[config.mk]
export PLATFORM = sky130hd
export DESIGN_NAME = standby_and_runaway_guard
export DESIGN_NICKNAME = d
export VERILOG_FILES = /design/src/verilog/guard_pkg.sv /design/src/verilog/standby_and_runaway_guard.sv
export SDC_FILE = /design/constraint.sdc
export NUM_CORES = 1
export LEC_CHECK = 0
export BUFFER_PORTS_ARGS = -buffer_cell sky130_fd_sc_hd__buf_2
export CORE_UTILIZATION = 41
export CTS_CLUSTER_DIAMETER = 200
export DETAILED_ROUTE_END_ITERATION = 16
export PLACE_DENSITY = 0.67
export SLEW_MARGIN = 25
export SYNTH_ARGS = -nofsm -noshare
export SYNTH_HDL_FRONTEND = slang
export SYNTH_SLANG_ARGS = --single-unit
[constraint.sdc]
create_clock -name aclk -period 2.51 [get_ports aclk]
set_input_delay 0.251 -clock aclk [delete_from_list [all_inputs] [get_ports aclk]]
set_output_delay 0.251 -clock aclk [all_outputs]
set_load 0.1 [all_outputs]
[src/verilog/guard_pkg.sv]
// Shared constants for the standby controller and runaway guard
package guard_pkg;
  localparam int          ADDR_W          = 8;
  localparam int          DATA_W          = 32;
  localparam int          BUS_ADDR_W      = 24;
  localparam int          IRQ_W           = 13;
  // Byte addresses of the registers
  localparam logic [7:0]  OFS_DRIVE_PROT  = 8'h00;
  localparam logic [7:0]  OFS_FIRST_KEY   = 8'h04;
  localparam logic [7:0]  OFS_SECOND_KEY  = 8'h08;
  localparam logic [7:0]  OFS_ROM_DETECT  = 8'h0C;
  localparam logic [7:0]  OFS_STANDBY     = 8'h10;
  localparam logic [7:0]  OFS_OSC         = 8'h14;
  // Key bytes
  localparam logic [7:0]  KEY_5A          = 8'h5A;
  localparam logic [7:0]  KEY_A5          = 8'hA5;
  // drive_protect_ctrl fields
  localparam int          PROT_BIT        = 0;
  // rom_detect_ctrl fields: enables [2:0], hit flags [6:4]
  localparam int          EN_LSB          = 0;
  localparam int          HIT_LSB         = 4;
  localparam logic [1:0]  WIN_FLASH       = 2'h1;
  localparam logic [1:0]  WIN_DATA        = 2'h2;
  localparam logic [1:0]  WIN_PROG        = 2'h3;
  // standby_ctrl fields
  localparam int          HALT_LSB        = 0;
  localparam int          WUP_LSB         = 2;
  localparam int          DRV_SEL_BIT     = 4;
  localparam int          DRV_EN_BIT      = 5;
  localparam int          IDLE_RUN_LSB    = 6;
  localparam int          UNIT_N          = 5;
  localparam int          STATE_LSB       = 16;
  localparam logic [10:0] STANDBY_RST     = 11'h00B;
  localparam logic [10:0] STANDBY_MASK    = 11'h7FF;
  // osc_ctrl fields
  localparam int          WAKE_HS_BIT     = 0;
  localparam logic [0:0]  OSC_RST         = 1'h1;
  // Halt mode and warm-up encodings
  localparam logic [1:0]  MODE_LIGHT      = 2'h3;
  localparam logic [1:0]  MODE_DEEP       = 2'h2;
  localparam logic [1:0]  MODE_STOP       = 2'h1;
  localparam logic [1:0]  WUP_8           = 2'h1;
  localparam logic [1:0]  WUP_14          = 2'h2;
  localparam int          WUP_CNT_W       = 17;
  localparam logic [16:0] WUP_CYC_8       = 17'h00100;
  localparam int          WUP_CYC_14_DEF  = 16384;
  localparam int          WUP_CYC_16_DEF  = 65536;
  localparam logic [2:0]  ENTRY_CYC       = 3'h5;
  localparam logic [1:0]  RESP_OKAY       = 2'h0;
  localparam logic [1:0]  RESP_SLVERR     = 2'h2;
  typedef enum logic [1:0] {ST_RUN, ST_ENTER, ST_HALT, ST_WARMUP} sb_state_t;
endpackage : guard_pkg

[src/verilog/standby_and_runaway_guard.sv]
// Standby controller, register write guard and ROM write detector
// Function
// - key one: 5AH then A5H, consecutive
// - key two: A5H then 5AH, consecutive
// - read-only protection status bit
// - protection inactive after reset
// - guarded write while protected raises violation
// - guarded set covers clock, standby, detect registers
// - three fixed ROM address windows decoded
// - per-window enable; enabled hit raises interrupt
// - per-window hit flag, cleared by zero
// - halt instruction enters mode from field
// - light idle: units follow idle-run bits
// - deep idle: only oscillator, RTC, melody run
// - stop: everything including oscillator stops
// - pins follow drive bits in deep/stop
// - enabled interrupt releases and gets serviced
// - special sources release masked, no service
// - NMI always releases and is serviced
// - release sources depend on halt mode
// - stop exit waits selected warm-up count
// - wake clock select after stop exit
// - reset leaves halt, restores default settings
// - requests sampled async, restart synchronous
// - request during entry held; later one releases
// - protected guarded write is blocked
`timescale 1ns/1ns
module standby_and_runaway_guard #(
  parameter int WUP_CYC_14 = guard_pkg::WUP_CYC_14_DEF,
  parameter int WUP_CYC_16 = guard_pkg::WUP_CYC_16_DEF
) (
  input  wire logic                              aclk,
  input  wire logic                              aresetn,
  input  wire logic [guard_pkg::ADDR_W-1:0]      s_axi_awaddr,
  input  wire logic                              s_axi_awvalid,
  output logic                                   s_axi_awready,
  input  wire logic [guard_pkg::DATA_W-1:0]      s_axi_wdata,
  input  wire logic [3:0]                        s_axi_wstrb,
  input  wire logic                              s_axi_wvalid,
  output logic                                   s_axi_wready,
  output logic [1:0]                             s_axi_bresp,
  output logic                                   s_axi_bvalid,
  input  wire logic                              s_axi_bready,
  input  wire logic [guard_pkg::ADDR_W-1:0]      s_axi_araddr,
  input  wire logic                              s_axi_arvalid,
  output logic                                   s_axi_arready,
  output logic [guard_pkg::DATA_W-1:0]           s_axi_rdata,
  output logic [1:0]                             s_axi_rresp,
  output logic                                   s_axi_rvalid,
  input  wire logic                              s_axi_rready,
  input  wire logic                              ext_guarded_wr,
  input  wire logic                              mem_wr_strobe,
  input  wire logic [guard_pkg::BUS_ADDR_W-1:0]  mem_wr_addr,
  input  wire logic                              halt_exec,
  input  wire logic                              nmi_req,
  input  wire logic [3:0]                        ext_pin_irqs,
  input  wire logic                              key_wakeup_irq,
  input  wire logic                              rtc_tick_irq,
  input  wire logic [4:0]                        alarm_irqs,
  input  wire logic                              other_irq,
  input  wire logic [2:0]                        irq_level,
  input  wire logic [2:0]                        cpu_mask,
  output logic                                   protect_active,
  output logic                                   protect_violation_irq,
  output logic                                   rom_write_violation_irq,
  output logic                                   cpu_halt,
  output logic                                   periph_clk_en,
  output logic [guard_pkg::UNIT_N-1:0]           unit_run,
  output logic                                   osc_run,
  output logic                                   clk_out_en,
  output logic                                   run_high_speed,
  output logic                                   pin_hold_active,
  output logic                                   pin_drive_sel,
  output logic                                   pin_drive_en,
  output logic                                   resume_service,
  output logic                                   resume_plain,
  output logic                                   wake_held
);
  import guard_pkg::*;

  function automatic logic [31:0] merge(input logic [31:0] old, input logic [31:0] nw, input logic [3:0] strb);
    logic [31:0] m;
    m = {{8{strb[3]}}, {8{strb[2]}}, {8{strb[1]}}, {8{strb[0]}}};
    merge = (old & ~m) | (nw & m);
  endfunction : merge

  function automatic logic is_guarded(input logic [7:0] a);
    is_guarded = (a == OFS_DRIVE_PROT) || (a == OFS_ROM_DETECT) || (a == OFS_STANDBY) || (a == OFS_OSC);
  endfunction : is_guarded

  function automatic logic is_mapped(input logic [7:0] a);
    is_mapped = is_guarded(a) || (a == OFS_FIRST_KEY) || (a == OFS_SECOND_KEY);
  endfunction : is_mapped

  localparam logic [16:0] WUP_C14 = 17'(WUP_CYC_14);
  localparam logic [16:0] WUP_C16 = 17'(WUP_CYC_16);

  logic                  wr_fire;
  logic                  rd_fire;
  logic                  key_half1;
  logic                  key_half2;
  logic                  blocked;
  logic [2:0]            rom_en;
  logic [2:0]            rom_hit;
  logic [2:0]            win_sel;
  logic [10:0]           standby_ctrl;
  logic [0:0]            osc_ctrl;
  logic [IRQ_W-1:0]      irq_meta;
  logic [IRQ_W-1:0]      irq_sync;
  logic [IRQ_W-1:0]      irq_prev;
  sb_state_t             state;
  logic [1:0]            mode;
  logic [2:0]            entry_cnt;
  logic [16:0]           wup_cnt;
  logic [16:0]           wup_target;
  logic                  enabled;
  logic                  sp_deep;
  logic                  sp_stop;
  logic                  any_mask;
  logic                  wake_lvl;
  logic                  wake_rise;
  logic                  serve;
  logic                  release_ok;
  logic [31:0]           rd_word;
  logic [31:0]           wr_word;

  assign wr_fire = s_axi_awvalid && s_axi_awready && s_axi_wvalid && s_axi_wready;
  assign rd_fire = s_axi_arvalid && s_axi_arready;
  assign blocked = protect_active && is_guarded(s_axi_awaddr);

  // Bus slave: address and data are taken together, one transfer at a time
  always_ff @(posedge aclk) begin
    if (!aresetn) begin
      s_axi_awready <= 1'b0;
      s_axi_wready  <= 1'b0;
      s_axi_bvalid  <= 1'b0;
      s_axi_bresp   <= RESP_OKAY;
    end else begin
      s_axi_awready <= s_axi_awvalid && s_axi_wvalid && !s_axi_awready && !s_axi_bvalid;
      s_axi_wready  <= s_axi_awvalid && s_axi_wvalid && !s_axi_awready && !s_axi_bvalid;
      if (wr_fire) begin
        s_axi_bvalid <= 1'b1;
        s_axi_bresp  <= is_mapped(s_axi_awaddr) ? RESP_OKAY : RESP_SLVERR;
      end else if (s_axi_bready) begin
        s_axi_bvalid <= 1'b0;
      end
    end
  end

  always_comb begin
    rd_word = '0;
    case (s_axi_araddr)
      OFS_DRIVE_PROT: rd_word[PROT_BIT] = protect_active;
      OFS_ROM_DETECT: begin
        rd_word[EN_LSB +: 3]  = rom_en;
        rd_word[HIT_LSB +: 3] = rom_hit;
      end
      OFS_STANDBY: begin
        rd_word[10:0]            = standby_ctrl;
        rd_word[STATE_LSB +: 2] = state;
      end
      OFS_OSC: rd_word[0] = osc_ctrl[0];
      default: rd_word = '0;
    endcase
  end

  always_ff @(posedge aclk) begin
    if (!aresetn) begin
      s_axi_arready <= 1'b0;
      s_axi_rvalid  <= 1'b0;
      s_axi_rdata   <= '0;
      s_axi_rresp   <= RESP_OKAY;
    end else begin
      s_axi_arready <= s_axi_arvalid && !s_axi_arready && !s_axi_rvalid;
      if (rd_fire) begin
        s_axi_rvalid <= 1'b1;
        s_axi_rdata  <= rd_word;
        s_axi_rresp  <= is_mapped(s_axi_araddr) ? RESP_OKAY : RESP_SLVERR;
      end else if (s_axi_rready) begin
        s_axi_rvalid <= 1'b0;
      end
    end
  end

  // Key detector: half-key survives only until the very next bus write
  always_ff @(posedge aclk) begin
    if (!aresetn) begin
      key_half1      <= 1'b0;
      key_half2      <= 1'b0;
      protect_active <= 1'b0;
    end else if (wr_fire) begin
      key_half1 <= s_axi_wstrb[0] && s_axi_awaddr == OFS_FIRST_KEY && s_axi_wdata[7:0] == KEY_5A;
      key_half2 <= s_axi_wstrb[0] && s_axi_awaddr == OFS_FIRST_KEY && s_axi_wdata[7:0] == KEY_A5;
      if (s_axi_wstrb[0] && s_axi_awaddr == OFS_SECOND_KEY) begin
        if (key_half1 && s_axi_wdata[7:0] == KEY_A5) begin
          protect_active <= 1'b1;
        end else if (key_half2 && s_axi_wdata[7:0] == KEY_5A) begin
          protect_active <= 1'b0;
        end
      end
    end
  end

  // Violation pulse covers local guarded registers and the external ones
  always_ff @(posedge aclk) begin
    if (!aresetn) begin
      protect_violation_irq <= 1'b0;
    end else begin
      protect_violation_irq <= (wr_fire && blocked) || (protect_active && ext_guarded_wr);
    end
  end

  // Guarded settings
  assign wr_word = merge(32'(standby_ctrl), s_axi_wdata, s_axi_wstrb);
  always_ff @(posedge aclk) begin
    if (!aresetn) begin
      standby_ctrl <= STANDBY_RST;
      osc_ctrl     <= OSC_RST;
    end else if (wr_fire && !blocked) begin
      if (s_axi_awaddr == OFS_STANDBY) begin
        standby_ctrl <= wr_word[10:0] & STANDBY_MASK;
      end
      if (s_axi_awaddr == OFS_OSC && s_axi_wstrb[0]) begin
        osc_ctrl <= s_axi_wdata[0:0];
      end
    end
  end

  // ROM write detector; a hit in the clearing cycle wins over the clear
  always_comb begin
    win_sel = 3'b000;
    case (mem_wr_addr[23:22])
      WIN_FLASH: win_sel = 3'b001;
      WIN_DATA:  win_sel = 3'b010;
      WIN_PROG:  win_sel = 3'b100;
      default:   win_sel = 3'b000;
    endcase
  end

  always_ff @(posedge aclk) begin
    if (!aresetn) begin
      rom_en                  <= 3'b000;
      rom_hit                 <= 3'b000;
      rom_write_violation_irq <= 1'b0;
    end else begin
      rom_write_violation_irq <= mem_wr_strobe && |(win_sel & rom_en);
      if (wr_fire && !blocked && s_axi_awaddr == OFS_ROM_DETECT && s_axi_wstrb[0]) begin
        rom_en  <= s_axi_wdata[EN_LSB +: 3];
        rom_hit <= (rom_hit & s_axi_wdata[HIT_LSB +: 3]) | ({3{mem_wr_strobe}} & win_sel & rom_en);
      end else begin
        rom_hit <= rom_hit | ({3{mem_wr_strobe}} & win_sel & rom_en);
      end
    end
  end

  // Wake requests may come from an unclocked domain during halt
  always_ff @(posedge aclk) begin
    if (!aresetn) begin
      irq_meta <= '0;
      irq_sync <= '0;
      irq_prev <= '0;
    end else begin
      irq_meta <= {other_irq, alarm_irqs, rtc_tick_irq, key_wakeup_irq, ext_pin_irqs, nmi_req};
      irq_sync <= irq_meta;
      irq_prev <= irq_sync;
    end
  end

  assign mode      = standby_ctrl[HALT_LSB +: 2];
  assign enabled   = irq_level >= cpu_mask;
  assign sp_stop   = |irq_sync[5:1];
  assign sp_deep   = |irq_sync[11:1];
  assign any_mask  = |irq_sync[12:1];

  always_comb begin
    case (mode)
      MODE_LIGHT: begin
        wake_lvl  = irq_sync[0] || (any_mask && enabled) || sp_deep;
        wake_rise = |(irq_sync & ~irq_prev);
        serve     = irq_sync[0] || (any_mask && enabled);
      end
      MODE_DEEP: begin
        wake_lvl  = irq_sync[0] || sp_deep;
        wake_rise = |(irq_sync[11:0] & ~irq_prev[11:0]);
        serve     = irq_sync[0] || (sp_deep && enabled);
      end
      default: begin
        wake_lvl  = irq_sync[0] || sp_stop;
        wake_rise = |(irq_sync[5:0] & ~irq_prev[5:0]);
        serve     = irq_sync[0] || (sp_stop && enabled);
      end
    endcase
  end

  // A request held from the entry window needs a fresh one to release
  assign release_ok = wake_held ? (wake_rise && wake_lvl) : wake_lvl;

  always_comb begin
    case (standby_ctrl[WUP_LSB +: 2])
      WUP_14:  wup_target = WUP_C14;
      MODE_LIGHT: wup_target = WUP_C16;
      default: wup_target = WUP_CYC_8;
    endcase
  end

  // Halt sequencer; reset always lands in run
  always_ff @(posedge aclk) begin
    if (!aresetn) begin
      state          <= ST_RUN;
      entry_cnt      <= '0;
      wup_cnt        <= '0;
      wake_held      <= 1'b0;
      resume_service <= 1'b0;
      resume_plain   <= 1'b0;
      run_high_speed <= 1'b1;
    end else begin
      resume_service <= 1'b0;
      resume_plain   <= 1'b0;
      case (state)
        ST_RUN: begin
          if (halt_exec && mode == MODE_LIGHT) begin
            state <= ST_HALT;
          end else if (halt_exec && (mode == MODE_DEEP || mode == MODE_STOP)) begin
            state     <= ST_ENTER;
            entry_cnt <= '0;
          end
        end
        ST_ENTER: begin
          if (wake_lvl) begin
            wake_held <= 1'b1;
          end
          entry_cnt <= entry_cnt + 3'h1;
          if (entry_cnt == ENTRY_CYC - 3'h1) begin
            state <= ST_HALT;
          end
        end
        ST_HALT: begin
          if (release_ok) begin
            wake_held      <= 1'b0;
            resume_service <= serve;
            resume_plain   <= !serve;
            if (mode == MODE_STOP) begin
              state   <= ST_WARMUP;
              wup_cnt <= '0;
            end else begin
              state <= ST_RUN;
            end
          end
        end
        ST_WARMUP: begin
          wup_cnt <= wup_cnt + 17'h1;
          if (wup_cnt == wup_target - 17'h1) begin
            state          <= ST_RUN;
            run_high_speed <= osc_ctrl[WAKE_HS_BIT];
          end
        end
        default: state <= ST_RUN;
      endcase
    end
  end

  // Registered stop controls toward the clock tree and peripherals
  always_ff @(posedge aclk) begin
    if (!aresetn) begin
      cpu_halt        <= 1'b0;
      periph_clk_en   <= 1'b1;
      unit_run        <= '1;
      osc_run         <= 1'b1;
      clk_out_en      <= 1'b1;
      pin_hold_active <= 1'b0;
      pin_drive_sel   <= 1'b0;
      pin_drive_en    <= 1'b0;
    end else begin
      cpu_halt        <= state != ST_RUN;
      periph_clk_en   <= !(state == ST_HALT && mode != MODE_LIGHT);
      osc_run         <= !(state == ST_HALT && mode == MODE_STOP);
      clk_out_en      <= !((state == ST_HALT && mode == MODE_STOP) || state == ST_WARMUP);
      pin_hold_active <= state == ST_HALT && mode != MODE_LIGHT;
      pin_drive_sel   <= standby_ctrl[DRV_SEL_BIT];
      pin_drive_en    <= standby_ctrl[DRV_EN_BIT];
      if (state == ST_HALT && mode == MODE_LIGHT) begin
        unit_run <= standby_ctrl[IDLE_RUN_LSB +: UNIT_N];
      end else if (state == ST_HALT) begin
        unit_run <= '0;
      end else begin
        unit_run <= '1;
      end
    end
  end

  key_on_a: assert property (@(posedge aclk) disable iff (!aresetn)
    wr_fire && key_half1 && s_axi_awaddr == OFS_SECOND_KEY && s_axi_wstrb[0] && s_axi_wdata[7:0] == KEY_A5
    |=> protect_active) else $error("first key did not enable protection");
  key_off_a: assert property (@(posedge aclk) disable iff (!aresetn)
    wr_fire && key_half2 && s_axi_awaddr == OFS_SECOND_KEY && s_axi_wstrb[0] && s_axi_wdata[7:0] == KEY_5A
    |=> !protect_active) else $error("second key did not disable protection");
  reset_prot_a: assert property (@(posedge aclk) !aresetn |=> !protect_active)
    else $error("protection active after reset");
  violation_pulse_a: assert property (@(posedge aclk) disable iff (!aresetn)
    wr_fire && protect_active && s_axi_awaddr == OFS_STANDBY |=> protect_violation_irq && $stable(standby_ctrl))
    else $error("guarded write not flagged or not blocked");
  rom_flag_a: assert property (@(posedge aclk) disable iff (!aresetn)
    mem_wr_strobe && mem_wr_addr[23:22] == WIN_PROG && rom_en[2] |=> rom_hit[2] && rom_write_violation_irq)
    else $error("program window hit not recorded");
  entry_len_a: assert property (@(posedge aclk) disable iff (!aresetn)
    state == ST_RUN && halt_exec && mode == MODE_DEEP |=> state == ST_ENTER [*5] ##1 state == ST_HALT)
    else $error("entry window length wrong");
  stop_osc_a: assert property (@(posedge aclk) disable iff (!aresetn)
    state == ST_HALT && mode == MODE_STOP |=> !osc_run && !periph_clk_en)
    else $error("oscillator kept running in stop");
  warmup_short_a: assert property (@(posedge aclk) disable iff (!aresetn)
    $rose(state == ST_WARMUP) && standby_ctrl[WUP_LSB +: 2] == WUP_8 |-> ##255 state == ST_WARMUP ##1 state == ST_RUN)
    else $error("short warm-up count wrong");
  nmi_serve_a: assert property (@(posedge aclk) disable iff (!aresetn)
    state == ST_HALT && !wake_held && irq_sync[0] |=> resume_service)
    else $error("nmi did not release halt with service");
endmodule : standby_and_runaway_guard
# [After elaboration in Yosys (flattened, before gate mapping)]
# Cells that the tools add are included.
[classes] bitwise=16 n_eq_ne=34 order_cmp=1 n_addsub=3 muxes=39 reduce_logical=86
[ops] operator="$pmux W17 S2" n=2
[ops] operator="$mux W17" n=2
[ops] operator="$eq A8 B4 Y1 const B" n=4
[ops] operator="$eq A8 B5 Y1 const B" n=4
[ops] operator="$logic_and A1 B1 Y1" n=32
[ops] operator="$reduce_or A12 Y1" n=2
[ops] operator="$and A11 B11 Y11" n=2
[ops] operator="$logic_or A1 B1 Y1" n=19
[ops] operator="$mux W2" n=9
[ops] operator="$add A17 B1 Y17 const B" n=1
[ops] operator="$eq A17 B17 Y1" n=1
[ops] operator="$sub A17 B1 Y17 const B" n=1
[ops] operator="$eq A2 B2 Y1 const B" n=8
[ops] operator="$eq A8 B3 Y1 const B" n=2
[ops] operator="$logic_not A8 Y1" n=2
[ops] operator="$ne A2 B2 Y1 const B" n=8
[ops] operator="$reduce_and A3 Y1" n=5
[ops] operator="$reduce_bool A2 Y1" n=7
[ops] operator="$and A13 B13 Y13" n=1
[ops] operator="$not A13 Y13" n=1
[ops] operator="$reduce_or A13 Y1" n=1
[ops] operator="$and A12 B12 Y12" n=1
[ops] operator="$and A3 B3 Y3" n=4
[ops] operator="$not A12 Y12" n=1
[ops] operator="other kinds (30)" n=59
[totals] regBits=121 in_bits=105

# [Longest topological paths before layout]
# Gate-level depths: netlist of run 1.
[logic_depth] word_depth=10 mapped_depth=10 depth_no_buf=9

# [Worst setup path after synthesis of run 1]
# Ideal clock, no wire load.
[synth_path] path_kind="register to register" from="reg s_axi_wready" to="reg rom_hit[2]" setup_ns=0.132 t_arrival_ns=2.209 synth_period_minus_slack_ns=2.341 path_stages_with_launch=7 path_slack_ns=0.169 path_cell_list="dfxtp_1 and3_1 nand2_1 or4_1 clkbuf_1 o21ai_0 a21oi_1"
[synth_via] elab_chain_cells=7
[synth_lines] element="start: declaration" line_no="standby_and_runaway_guard.sv:40" rtl="output logic s_axi_wready,"
[synth_lines] element="start signal: assignment" line_no="standby_and_runaway_guard.sv:140" rtl="s_axi_wready <= s_axi_awvalid && s_axi_wvalid && !s_axi_awready && !s_axi_bvalid;"
[synth_lines] element="$logic_and A1 B1 Y1 (2 in a row)"
[synth_lines] element="$logic_and A1 B1 Y1 *" line_no="standby_and_runaway_guard.sv:127" rtl="assign wr_fire = s_axi_awvalid && s_axi_awready && s_axi_wvalid && s_axi_wready;"
[synth_lines] element="$logic_and A1 B1 Y1 * (3 in a row)" line_no="standby_and_runaway_guard.sv:247" rtl="if (wr_fire && !blocked && s_axi_awaddr == OFS_ROM_DETECT && s_axi_wstrb[0]) begin"
[synth_lines] element="$mux W3 *" line_no="standby_and_runaway_guard.sv:247"
[synth_lines] element="end signal: assignment" line_no="standby_and_runaway_guard.sv:249" rtl="rom_hit <= (rom_hit & s_axi_wdata[HIT_LSB +: 3]) | ({3{mem_wr_strobe}} & win_sel & rom_en);"
[synth_lines] element="end signal: assignment" line_no="standby_and_runaway_guard.sv:251" rtl="rom_hit <= rom_hit | ({3{mem_wr_strobe}} & win_sel & rom_en);"
[synth_lines] element="end: declaration" line_no="standby_and_runaway_guard.sv:104" rtl="logic [2:0] rom_hit;"
# Every way passes the cells marked *; elsewhere a longest branch is shown, timed or not.
# A chain may end at the register's enable or synchronous reset.

# [Worst setup path after layout of run 1]
[layout_path] from="reg irq_sync[1]" to="reg wup_cnt[15]"
[layout_via] elab_chain_cells=9 word_cells_on_any_way=20
[layout_lines] element="start: declaration" line_no="standby_and_runaway_guard.sv:109" rtl="logic [IRQ_W-1:0] irq_sync;"
[layout_lines] element="start signal: assignment" line_no="standby_and_runaway_guard.sv:264" rtl="irq_sync <= irq_meta;"
[layout_lines] element="$reduce_or A12 Y1" line_no="standby_and_runaway_guard.sv:273" rtl="assign any_mask = |irq_sync[12:1];"
[layout_lines] element="$logic_and A1 B1 Y1" line_no="standby_and_runaway_guard.sv:278" rtl="wake_lvl = irq_sync[0] || (any_mask && enabled) || sp_deep;"
[layout_lines] element="$logic_or A1 B1 Y1 (2 in a row)" line_no="standby_and_runaway_guard.sv:278"
[layout_lines] element="$pmux W1 S2" line_no="standby_and_runaway_guard.sv:276" rtl="case (mode)"
[layout_lines] element="$logic_and A1 B1 Y1" line_no="standby_and_runaway_guard.sv:296" rtl="assign release_ok = wake_held ? (wake_rise && wake_lvl) : wake_lvl;"
[layout_lines] element="$mux W1 *" line_no="standby_and_runaway_guard.sv:296"
[layout_lines] element="$ne A2 B2 Y1 (no source line) *"
[layout_lines] element="$reduce_and A3 Y1 (no source line) *"
[layout_lines] element="end signal: assignment" line_no="standby_and_runaway_guard.sv:351" rtl="wup_cnt <= wup_cnt + 17'h1;"
[layout_lines] element="end: declaration" line_no="standby_and_runaway_guard.sv:114" rtl="logic [16:0] wup_cnt;"
# Marks and branches as above.

==> run summary, run 1 <==
Die span in x: 111 um
Critical Path End Type: register
All-layer global routing usage: 0.189
Share of the synthesized area in the top cell type: 0.490
Largest area contributor in the netlist: dfxtp_1
Num CTS Buffers: 17
Synth Register Bits: 119
Synthesized area: 4870 um2
Final period utilization: 0.946
Slew HR: 0.529
Initial antenna violation count: 0
Die height: 111 um
Std cell rows: 39
GRT Residual Overflow: 0
Cell Area, Placed: 5450 um2
CP startpoint kind: register
# DRC: 10
Ys async rst share: 0
Clk buf depth: 2
Number of diodes: 0
Largest net degree at the start of global routing: 35
CTS sink cnt: 119
Area grow syn2layout: 25.1%
Critical Path RT: 2810 ps
PortBufs: 98
Outcome: finished with violations
Final Wtd Congestion: 0.836
Final wirelength: 11,000 um
Worst-case clock skew: 7.68 ps
Post-synth cell types: 53
Slew Viols, Final: 0
1st-pass router iterations: 11
Fin Setup TNS: 0 ps
Ports: 165
Die area: 12,300 um2
CTS tree: built
First-pass GRT wire length: 18,500 um
Design Area, Final: 6090 um2
Vias: 4,199
Initial core utilization: 0.423
Failing checks: design-rule violations
Antenna-violating nets left: 0
Most frequent cells in the layout: dfxtp_1, buf_2, nor2_1
Max Fclk: 421 MHz
Most common cell after layout, fill and taps aside: dfxtp_1
Max-Cap Viols: 0
Mapped Cells: 551
Crit path kind: register to register
Clk root buf: clkbuf_16
Register area share after synthesis: 0.490
Worst hold path class: input port to register
Synthesis warning total: 0
DR WL/cell: 13.5 um
Crit-path max FO: 5
Clock Latency Late Sink: 410 ps
Core box area: 11,500 um2
Final hold vios: 0
Vias/cell: 5.15
Final nets: 774
Worst VDD drop: 0.000412 V
Area contributors post-synth: dfxtp_1, a21oi_1, and2_1, nor2_1, buf_4
Leakage: 2.54 nW
Hpwl dp: 7870 um
P per Cell Area: 815 nW/um2
Share of layout cells above drive strength 1: 0.232
Tmin final: 2370 ps
Hold-fix buffers at CTS: 0
Pwr Total: 4.96 mW
Worst Path Arrival: 2670 ps
RSZ-0062 raised after global routing: no
Final setup fails: 0
Syn Area/Cell: 8.83 um2
EDFF count, synth: 0
R2r setup slk: 140 ps
Vias in the first global route: 4,051
Tightest Pin Transition: 706 ps
H-tree levels: 4
Top_reg_cell synth: dfxtp_1
Clock transition at path regs: 50 ps
Starting DRT DRC Count: 172
-- through the flow --
stage	cells	setup slack, ps	hold slack, ps	util
2_1_floorplan	571	169	369	-
3_3_place_gp	781	34.5	417	0.473
3_5_place_dp	781	16.6	418	0.473
4_1_cts	813	80.5	27.9	0.526
5_1_grt	816	62.5	39.2	0.529
6_report	816	136	49.3	0.529
-- synth_stat cells, drive strengths merged, types with 9 or more instances --
library cell / number
inv: 25
nor2: 55
o21ai: 20
dfxtp: 119
mux2i: 14
or3: 11
a21oi: 44
or4: 11
clkbuf: 14
buf: 29
ha: 9
and2: 36
nor3: 16
nand3: 20
nand2: 52
-- per-layer routing --
metal,up-vias,track usage,part of all wire
li1,2092,-,-
met1,1947,0.235,0.46
met2,148,0.311,0.47
met3,12,0.0558,0.062
met4,0,0.0630,0.011
met5,-,0,0
-- final cells by class --
class                      instances  area [um2]
clock buffer                      20         457
clock inverter                    12         150
fill                            1068        5430
inverter                          26        97.6
multi-input combinational        383        2210
sequential                       119        2380
tap                              143         179
timing repair buffer             113         616
-- critical path, cell delays in order, from the launching register on --
cell and delay, ps:
dfxtp_1 320, or3_1 410, or4_4 440, a211oi_2 300
nor2_2 120, a21boi_4 250, buf_4 190, nor3_1 50
o21ba_2 190
-- state kept, by name (all words and copies together) (netlist names), 2 cells and up, named ones only --
signal and flops:
unit_run 5, irq_sync 13, rom_hit 3, irq_prev 13
entry_cnt 3, rom_en 3, s_axi_rdata 13, wup_cnt 17
state 2, irq_meta 13
-- report_power, final --
part           total (mW)  leakage [nW]  internal, mW  switching, mW
Combinational       0.549          1.28         0.127          0.422
Sequential           1.97         0.968          1.94         0.0241
Clock                2.45         0.292          1.61          0.837
Total                4.96          2.54          3.68           1.28
-- what timing repair did --
action | in CTS | in global routing
setup buffers | 0 | 3
endpoints found under the setup margin | 0 | 9
gates resized for setup | 0 | 1
-- kinds of logic after synthesis --
logic type	synth area share
flip-flops	0.490
adder cells (fa/ha/maj)	0.0231
XOR/XNOR	0.00180
AND/OR/NAND/NOR	0.250
AO/OA/AOI/OAI	0.129
buffers and inverters	0.0753
other	0.000771
multiplexers	0.0311
-- path summary, 6_finish.rpt --
| check | startpoint | to | cells after the start |
|---|---|---|---|
| max | irq_sync[1]$_SDFF_PN0_ | wup_cnt[15]$_SDFFE_PN0P_ | 8 |
| min | rtc_tick_irq | irq_meta[6]$_SDFF_PN0_ | 2 |
| max reg2reg | irq_sync[1]$_SDFF_PN0_ | wup_cnt[15]$_SDFFE_PN0P_ | 8 |
| min reg2reg | irq_meta[1]$_SDFF_PN0_ | irq_sync[1]$_SDFF_PN0_ | 1 |
No activity file was read; power rests on OpenSTA's default activity.
==> run 2, diff against run 1 <==
--- a/config.mk
+++ b/config.mk
@@ -6,10 +6,10 @@
 export NUM_CORES = 1
 export LEC_CHECK = 0
 export BUFFER_PORTS_ARGS = -buffer_cell sky130_fd_sc_hd__buf_2
-export CORE_UTILIZATION = 41
+export CORE_UTILIZATION = 50
 export CTS_CLUSTER_DIAMETER = 200
 export DETAILED_ROUTE_END_ITERATION = 16
-export PLACE_DENSITY = 0.67
+export PLACE_DENSITY = 0.8
 export SLEW_MARGIN = 25
 export SYNTH_ARGS = -nofsm -noshare
 export SYNTH_HDL_FRONTEND = slang
==> run summary, run 2 (synthesized netlist as in run 1, its figures left out) <==
Vias in the first global route: 4,282 (was 4,051)
Slew HR: 0.509 (was 0.529)
Final hold vios: 0 (unchanged)
H-tree levels: 4 (unchanged)
Critical Path RT: 2920 ps (was 2810 ps)
Outcome: finished, final reports clean (was finished with violations)
Largest net degree at the start of global routing: 35 (unchanged)
Vias/cell: 5.36 (was 5.15)
GRT Residual Overflow: 0 (unchanged)
Tmin final: 2350 ps (was 2370 ps)
Sw frac: 0.257 (was 0.259)
Final nets: 794 (was 774)
Num CTS Buffers: 17 (unchanged)
Internal power: 3.73 mW (was 3.68 mW)
Max-Cap Viols: 0 (unchanged)
Clock Latency Late Sink: 520 ps (was 410 ps)
Largest Register: wup_cnt (unchanged)
Most frequent cells in the layout: dfxtp_1, buf_2, nor2_1 (unchanged)
Crit path kind: register to register (unchanged)
Sw Pwr: 1.29 mW (was 1.28 mW)
Vias: 4,402 (was 4,199)
Clock power frac: 0.492 (was 0.493)
Layout fillers: 718 (was 1,068)
Max reg flops: 17 (unchanged)
Std cell rows: 35 (was 39)
PortBufs: 98 (unchanged)
1st-pass router iterations: 5 (was 11)
# DRC: 0 (was 10)
First-pass GRT wire length: 19,600 um (was 18,500 um)
Final core occ: 0.673 (was 0.529)
Reg power frac: 0.392 (was 0.396)
Clk buf depth: 2 (unchanged)
Most common cell after layout, fill and taps aside: dfxtp_1 (unchanged)
Core box area: 9330 um2 (was 11,500 um2)
Crit path max-delay family: simple AND/OR/NAND/NOR gates (unchanged)
Max layer used: met4 (unchanged)
Met3 wire len: 842 um (was 685 um)
Leakage: 2.62 nW (was 2.54 nW)
Die span in x: 101 um (was 111 um)
DR WL/cell: 14.4 um (was 13.5 um)
Worst-case clock skew: 7.19 ps (was 7.68 ps)
DR WL met2: 6000 um (was 5150 um)
Crit-path max FO: 32 (was 5)
Worst hold path class: input port to register (unchanged)
Critical Path Slowest Stage Cell: or4_4 (unchanged)
Final wirelength: 11,900 um (was 11,000 um)
Antenna-violating nets left: 0 (unchanged)
Initial core utilization: 0.522 (was 0.423)
Starting DRT DRC Count: 246 (was 172)
Area grow syn2layout: 28.9% (was 25.1%)
Power share of the combinational group: 0.116 (was 0.111)
Initial antenna violation count: 0 (unchanged)
Pwr Total: 5.02 mW (was 4.96 mW)
Fin Setup TNS: 0 ps (unchanged)
Worst VDD drop: 0.000432 V (was 0.000412 V)
Final Wtd Congestion: 0.859 (was 0.836)
RSZ-0062 raised after global routing: no (unchanged)
Share of layout cells above drive strength 1: 0.219 (was 0.232)
Max Fclk: 425 MHz (was 421 MHz)
Final period utilization: 0.937 (was 0.946)
Ports: 165 (unchanged)
All-layer global routing usage: 0.249 (was 0.189)
Number of diodes: 0 (unchanged)
Cell Chain, Critical Path: or3_1, or4_4, a211oi_2, nor2_2, a21boi_4, buf_12, nor3_1, o21ba_2 (was or3_1, or4_4, a211oi_2, nor2_2, a21boi_4, buf_4, nor3_1, o21ba_2)
CTS sink cnt: 119 (unchanged)
CTS tree: built (unchanged)
Die height: 101 um (was 111 um)
P per Cell Area: 800 nW/um2 (was 815 nW/um2)
Slew Viols, Final: 0 (unchanged)
Clock transition at path regs: 60 ps (was 50 ps)
Critical Path End Type: register (unchanged)
Final non-filler cell total: 822 (was 816)
Clk root buf: clkbuf_8 (was clkbuf_16)
Die area: 10,100 um2 (was 12,300 um2)
CP startpoint kind: register (unchanged)
Final setup fails: 0 (unchanged)
Hpwl dp: 7900 um (was 7870 um)
Met1 wire length: 4790 um (was 5050 um)
Buf/Inv on CP: 1 (unchanged)
Tightest Pin Transition: 736 ps (was 706 ps)
Slowest stage delay, CP: 450 ps (was 440 ps)
Post-placement cell count: 767 (was 781)
Worst Path Arrival: 2760 ps (was 2670 ps)
## run 2: layout make-up
class | count | area [um2] | area share
Clock buffer | 20 | 435 | 0.0694
Clock inverter | 12 | 175 | 0.0279
Inverter | 26 | 97.6 | 0.0156
Multi-Input combinational cell | 383 | 2200 | 0.350
Sequential cell | 119 | 2380 | 0.380
Tap cell | 129 | 161 | 0.0257
Timing Repair Buffer | 133 | 823 | 0.131
## run 2: per-layer routing
metal  track usage  up-vias
met2         0.439      199
met5             0        -
met4         0.114        0
met3        0.0645       22
met1         0.283     2046
li1              -     2135
## run 2: power by group through the flow
stage	registers, mW	clock network [mW]	logic (mW)
final	1.97	2.47	0.583
after global routing	1.97	2.59	0.620
after CTS	1.97	2.49	0.576
after detailed placement	2.00	0	0.544
after global placement	2.00	0	0.536
after floorplan	2.12	0	0.333
## run 2: timing repair
item                                    4_1_cts  5_1_grt
hold endpoints to repair                     22        0
endpoints found under the setup margin        0        0
buffers inserted                              0        0
resized for setup                             0        0
hold buffers                                 23        0
## run 2: per-stage QoR
| stage | hold slack [ps] | setup WS [ps] | cell area (um2) |
|---|---|---|---|
| 3_5_place_dp | 418 | 28.7 | 5430 |
| 3_3_place_gp | 418 | 173 | 5430 |
| 4_1_cts | 14.3 | 170 | 6270 |
| 2_1_floorplan | 369 | 169 | 4940 |
| 5_1_grt | 31.7 | 34.8 | 6270 |
| 6_report | 13.3 | 157 | 6270 |
## run 2: path summary, 6_finish.rpt
| check | to | depth (start not counted) | slack, ps | startpoint |
|---|---|---|---|---|
| worst max register to register | wup_cnt[15]$_SDFFE_PN0P_ | 8 | 160 | irq_sync[1]$_SDFF_PN0_ |
| worst min register to register | irq_sync[0]$_SDFF_PN0_ | 1 | 430 | irq_meta[0]$_SDFF_PN0_ |
| worst min-delay path | register | 3 | 10 | s_axi_wdata[9] |
| worst max-delay path | wup_cnt[15]$_SDFFE_PN0P_ | 8 | 160 | irq_sync[1]$_SDFF_PN0_ |
## run 2: tightest hold or removal path, stage by stage
cell and delay [ps]:
buf_2 80, mux2i_1 60, nor2_1 100
==> run 3, diff against run 2 <==
--- a/config.mk
+++ b/config.mk
@@ -6,6 +6,7 @@
 export NUM_CORES = 1
 export LEC_CHECK = 0
 export BUFFER_PORTS_ARGS = -buffer_cell sky130_fd_sc_hd__buf_2
+export CORE_ASPECT_RATIO = 1.4
 export CORE_UTILIZATION = 50
 export CTS_CLUSTER_DIAMETER = 200
 export DETAILED_ROUTE_END_ITERATION = 16
==> run summary, run 3 (synthesized netlist as in run 1, its figures left out) <==
Crit path kind: register to register (unchanged)
Hpwl dp: 7730 um (was 7900 um)
Vias: 4,337 (was 4,402)
Cell Area, Placed: 5410 um2 (was 5430 um2)
Ports: 165 (unchanged)
Internal power: 3.78 mW (was 3.73 mW)
Max Fclk: 429 MHz (was 425 MHz)
Initial antenna violation count: 0 (unchanged)
Reg power frac: 0.391 (was 0.392)
Initial core utilization: 0.514 (was 0.522)
Worst-case clock skew: 9.04 ps (was 7.19 ps)
Core box area: 9460 um2 (was 9330 um2)
Final Wtd Congestion: 0.825 (was 0.859)
Final period utilization: 0.930 (was 0.937)
CTS tree: built (unchanged)
First-pass GRT wire length: 18,300 um (was 19,600 um)
DR WL/cell: 14.3 um (was 14.4 um)
Fin Setup TNS: 0 ps (unchanged)
Vias/cell: 5.57 (was 5.36)
Final wirelength: 11,100 um (was 11,900 um)
Clk root buf: clkbuf_16 (was clkbuf_8)
Share of layout cells above drive strength 1: 0.221 (was 0.219)
Antenna-violating nets left: 0 (unchanged)
Power share of the combinational group: 0.110 (was 0.116)
Layout fillers: 754 (was 718)
Die span in x: 85.4 um (was 101 um)
Worst VDD drop: 0.000514 V (was 0.000432 V)
Pwr Total: 5.03 mW (was 5.02 mW)
GRT Residual Overflow: 0 (unchanged)
Std cell rows: 42 (was 35)
Crit-path max FO: 32 (unchanged)
Final core occ: 0.639 (was 0.673)
P per Cell Area: 831 nW/um2 (was 800 nW/um2)
Clock Latency Late Sink: 410 ps (was 520 ps)
H-tree levels: 4 (unchanged)
Largest Register: wup_cnt (unchanged)
Max reg flops: 17 (unchanged)
Most frequent cells in the layout: dfxtp_1, buf_2, nor2_1 (unchanged)
Clk buf depth: 2 (unchanged)
# DRC: 0 (unchanged)
Clock transition at path regs: 50 ps (was 60 ps)
Num CTS Buffers: 17 (unchanged)
Number of diodes: 0 (unchanged)
1st-pass router iterations: 5 (unchanged)
Die area: 10,100 um2 (about the same)
Tmin final: 2330 ps (was 2350 ps)
Largest net degree at the start of global routing: 47 (was 35)
Critical Path End Type: register (unchanged)
Slew Viols, Final: 0 (unchanged)
Area grow syn2layout: 24.2% (was 28.9%)
Max-Cap Viols: 0 (unchanged)
All-layer global routing usage: 0.230 (was 0.249)
Final nets: 770 (was 794)
Most common cell after layout, fill and taps aside: dfxtp_1 (unchanged)
Worst Path Arrival: 2650 ps (was 2760 ps)
Tightest Pin Transition: 687 ps (was 736 ps)
CTS sink cnt: 119 (unchanged)
Worst hold path class: input port to register (unchanged)
Outcome: finished, final reports clean (unchanged)
Final setup fails: 0 (unchanged)
Leakage: 2.53 nW (was 2.62 nW)
Die height: 119 um (was 101 um)
Sw frac: 0.248 (was 0.257)
RSZ-0062 raised after global routing: no (unchanged)
Sw Pwr: 1.25 mW (was 1.29 mW)
Vias in the first global route: 4,185 (was 4,282)
Final hold vios: 0 (unchanged)
Starting DRT DRC Count: 258 (was 246)
Critical Path RT: 2820 ps (was 2920 ps)
CP startpoint kind: register (unchanged)
# Post-CTS Setup Buffers: 0 (unchanged)
Slew HR: 0.541 (was 0.509)
Design Area, Final: 6050 um2 (was 6270 um2)
Clock power frac: 0.499 (was 0.492)
PortBufs: 98 (unchanged)
## run 3: power by group through the flow
stage	Sequential (mW)	Clock, mW	Combinational, mW
after global routing	1.97	2.62	0.589
final	1.97	2.51	0.553
after CTS	1.97	2.53	0.549
after floorplan	2.12	0	0.333
after global placement	2.00	0	0.535
after detailed placement	2.00	0	0.544
## run 3: final cells by class
cell class / instances / area, um2 / share of cell area
multi-input cells: 383 / 2210 / 0.366
clock buffers: 24 / 472 / 0.0780
repair buffers: 109 / 598 / 0.0989
inverters: 26 / 97.6 / 0.0161
flip-flops and latches: 119 / 2380 / 0.394
clock inverters: 8 / 145 / 0.0240
well taps: 110 / 138 / 0.0228
## run 3: timing repair
action                                  in CTS  in global routing
resized for setup                            0                  2
endpoints found under the setup margin       0                  2
hold buffers                                 0                  0
## run 3: worst paths after layout
check,from,endpoint,slack [ps],cells past startpoint
setup / recovery,irq_sync[1]$_SDFF_PN0_,wup_cnt[0]$_SDFFE_PN0P_,180,8
hold / removal,alarm_irqs[2],irq_meta[9]$_SDFF_PN0_,40,2
setup reg to reg,irq_sync[1]$_SDFF_PN0_,wup_cnt[0]$_SDFFE_PN0P_,180,8
hold reg to reg,irq_meta[7]$_SDFF_PN0_,irq_sync[7]$_SDFF_PN0_,430,1
## run 3: metal layers
metal  vias up  global-route usage  share of wire
met5         -                   0              0
met3        43              0.0768          0.050
met4         0               0.135          0.045
li1       2085                   -              -
met1      2045               0.234           0.39
met2       164               0.402           0.51
## run 3: worst max-delay path: stages (launching register included)
cell      delay [ps]
dfxtp_1          320
or3_1            400
or4_4            460
a211oi_1         280
nor2_2           110
a21boi_4         180
buf_12           180
nor3_1            80
a211oi_2         220
## run 3: per-stage QoR
stage / std cells / hold WS, ps / worst slack (ps)
floorplan: 571 / 369 / 169
global placement: 747 / 417 / 83.7
detailed placement: 747 / 420 / 34.1
CTS: 779 / 34.0 / 167
global route: 779 / 41.2 / 29.3
finish: 779 / 42.7 / 177
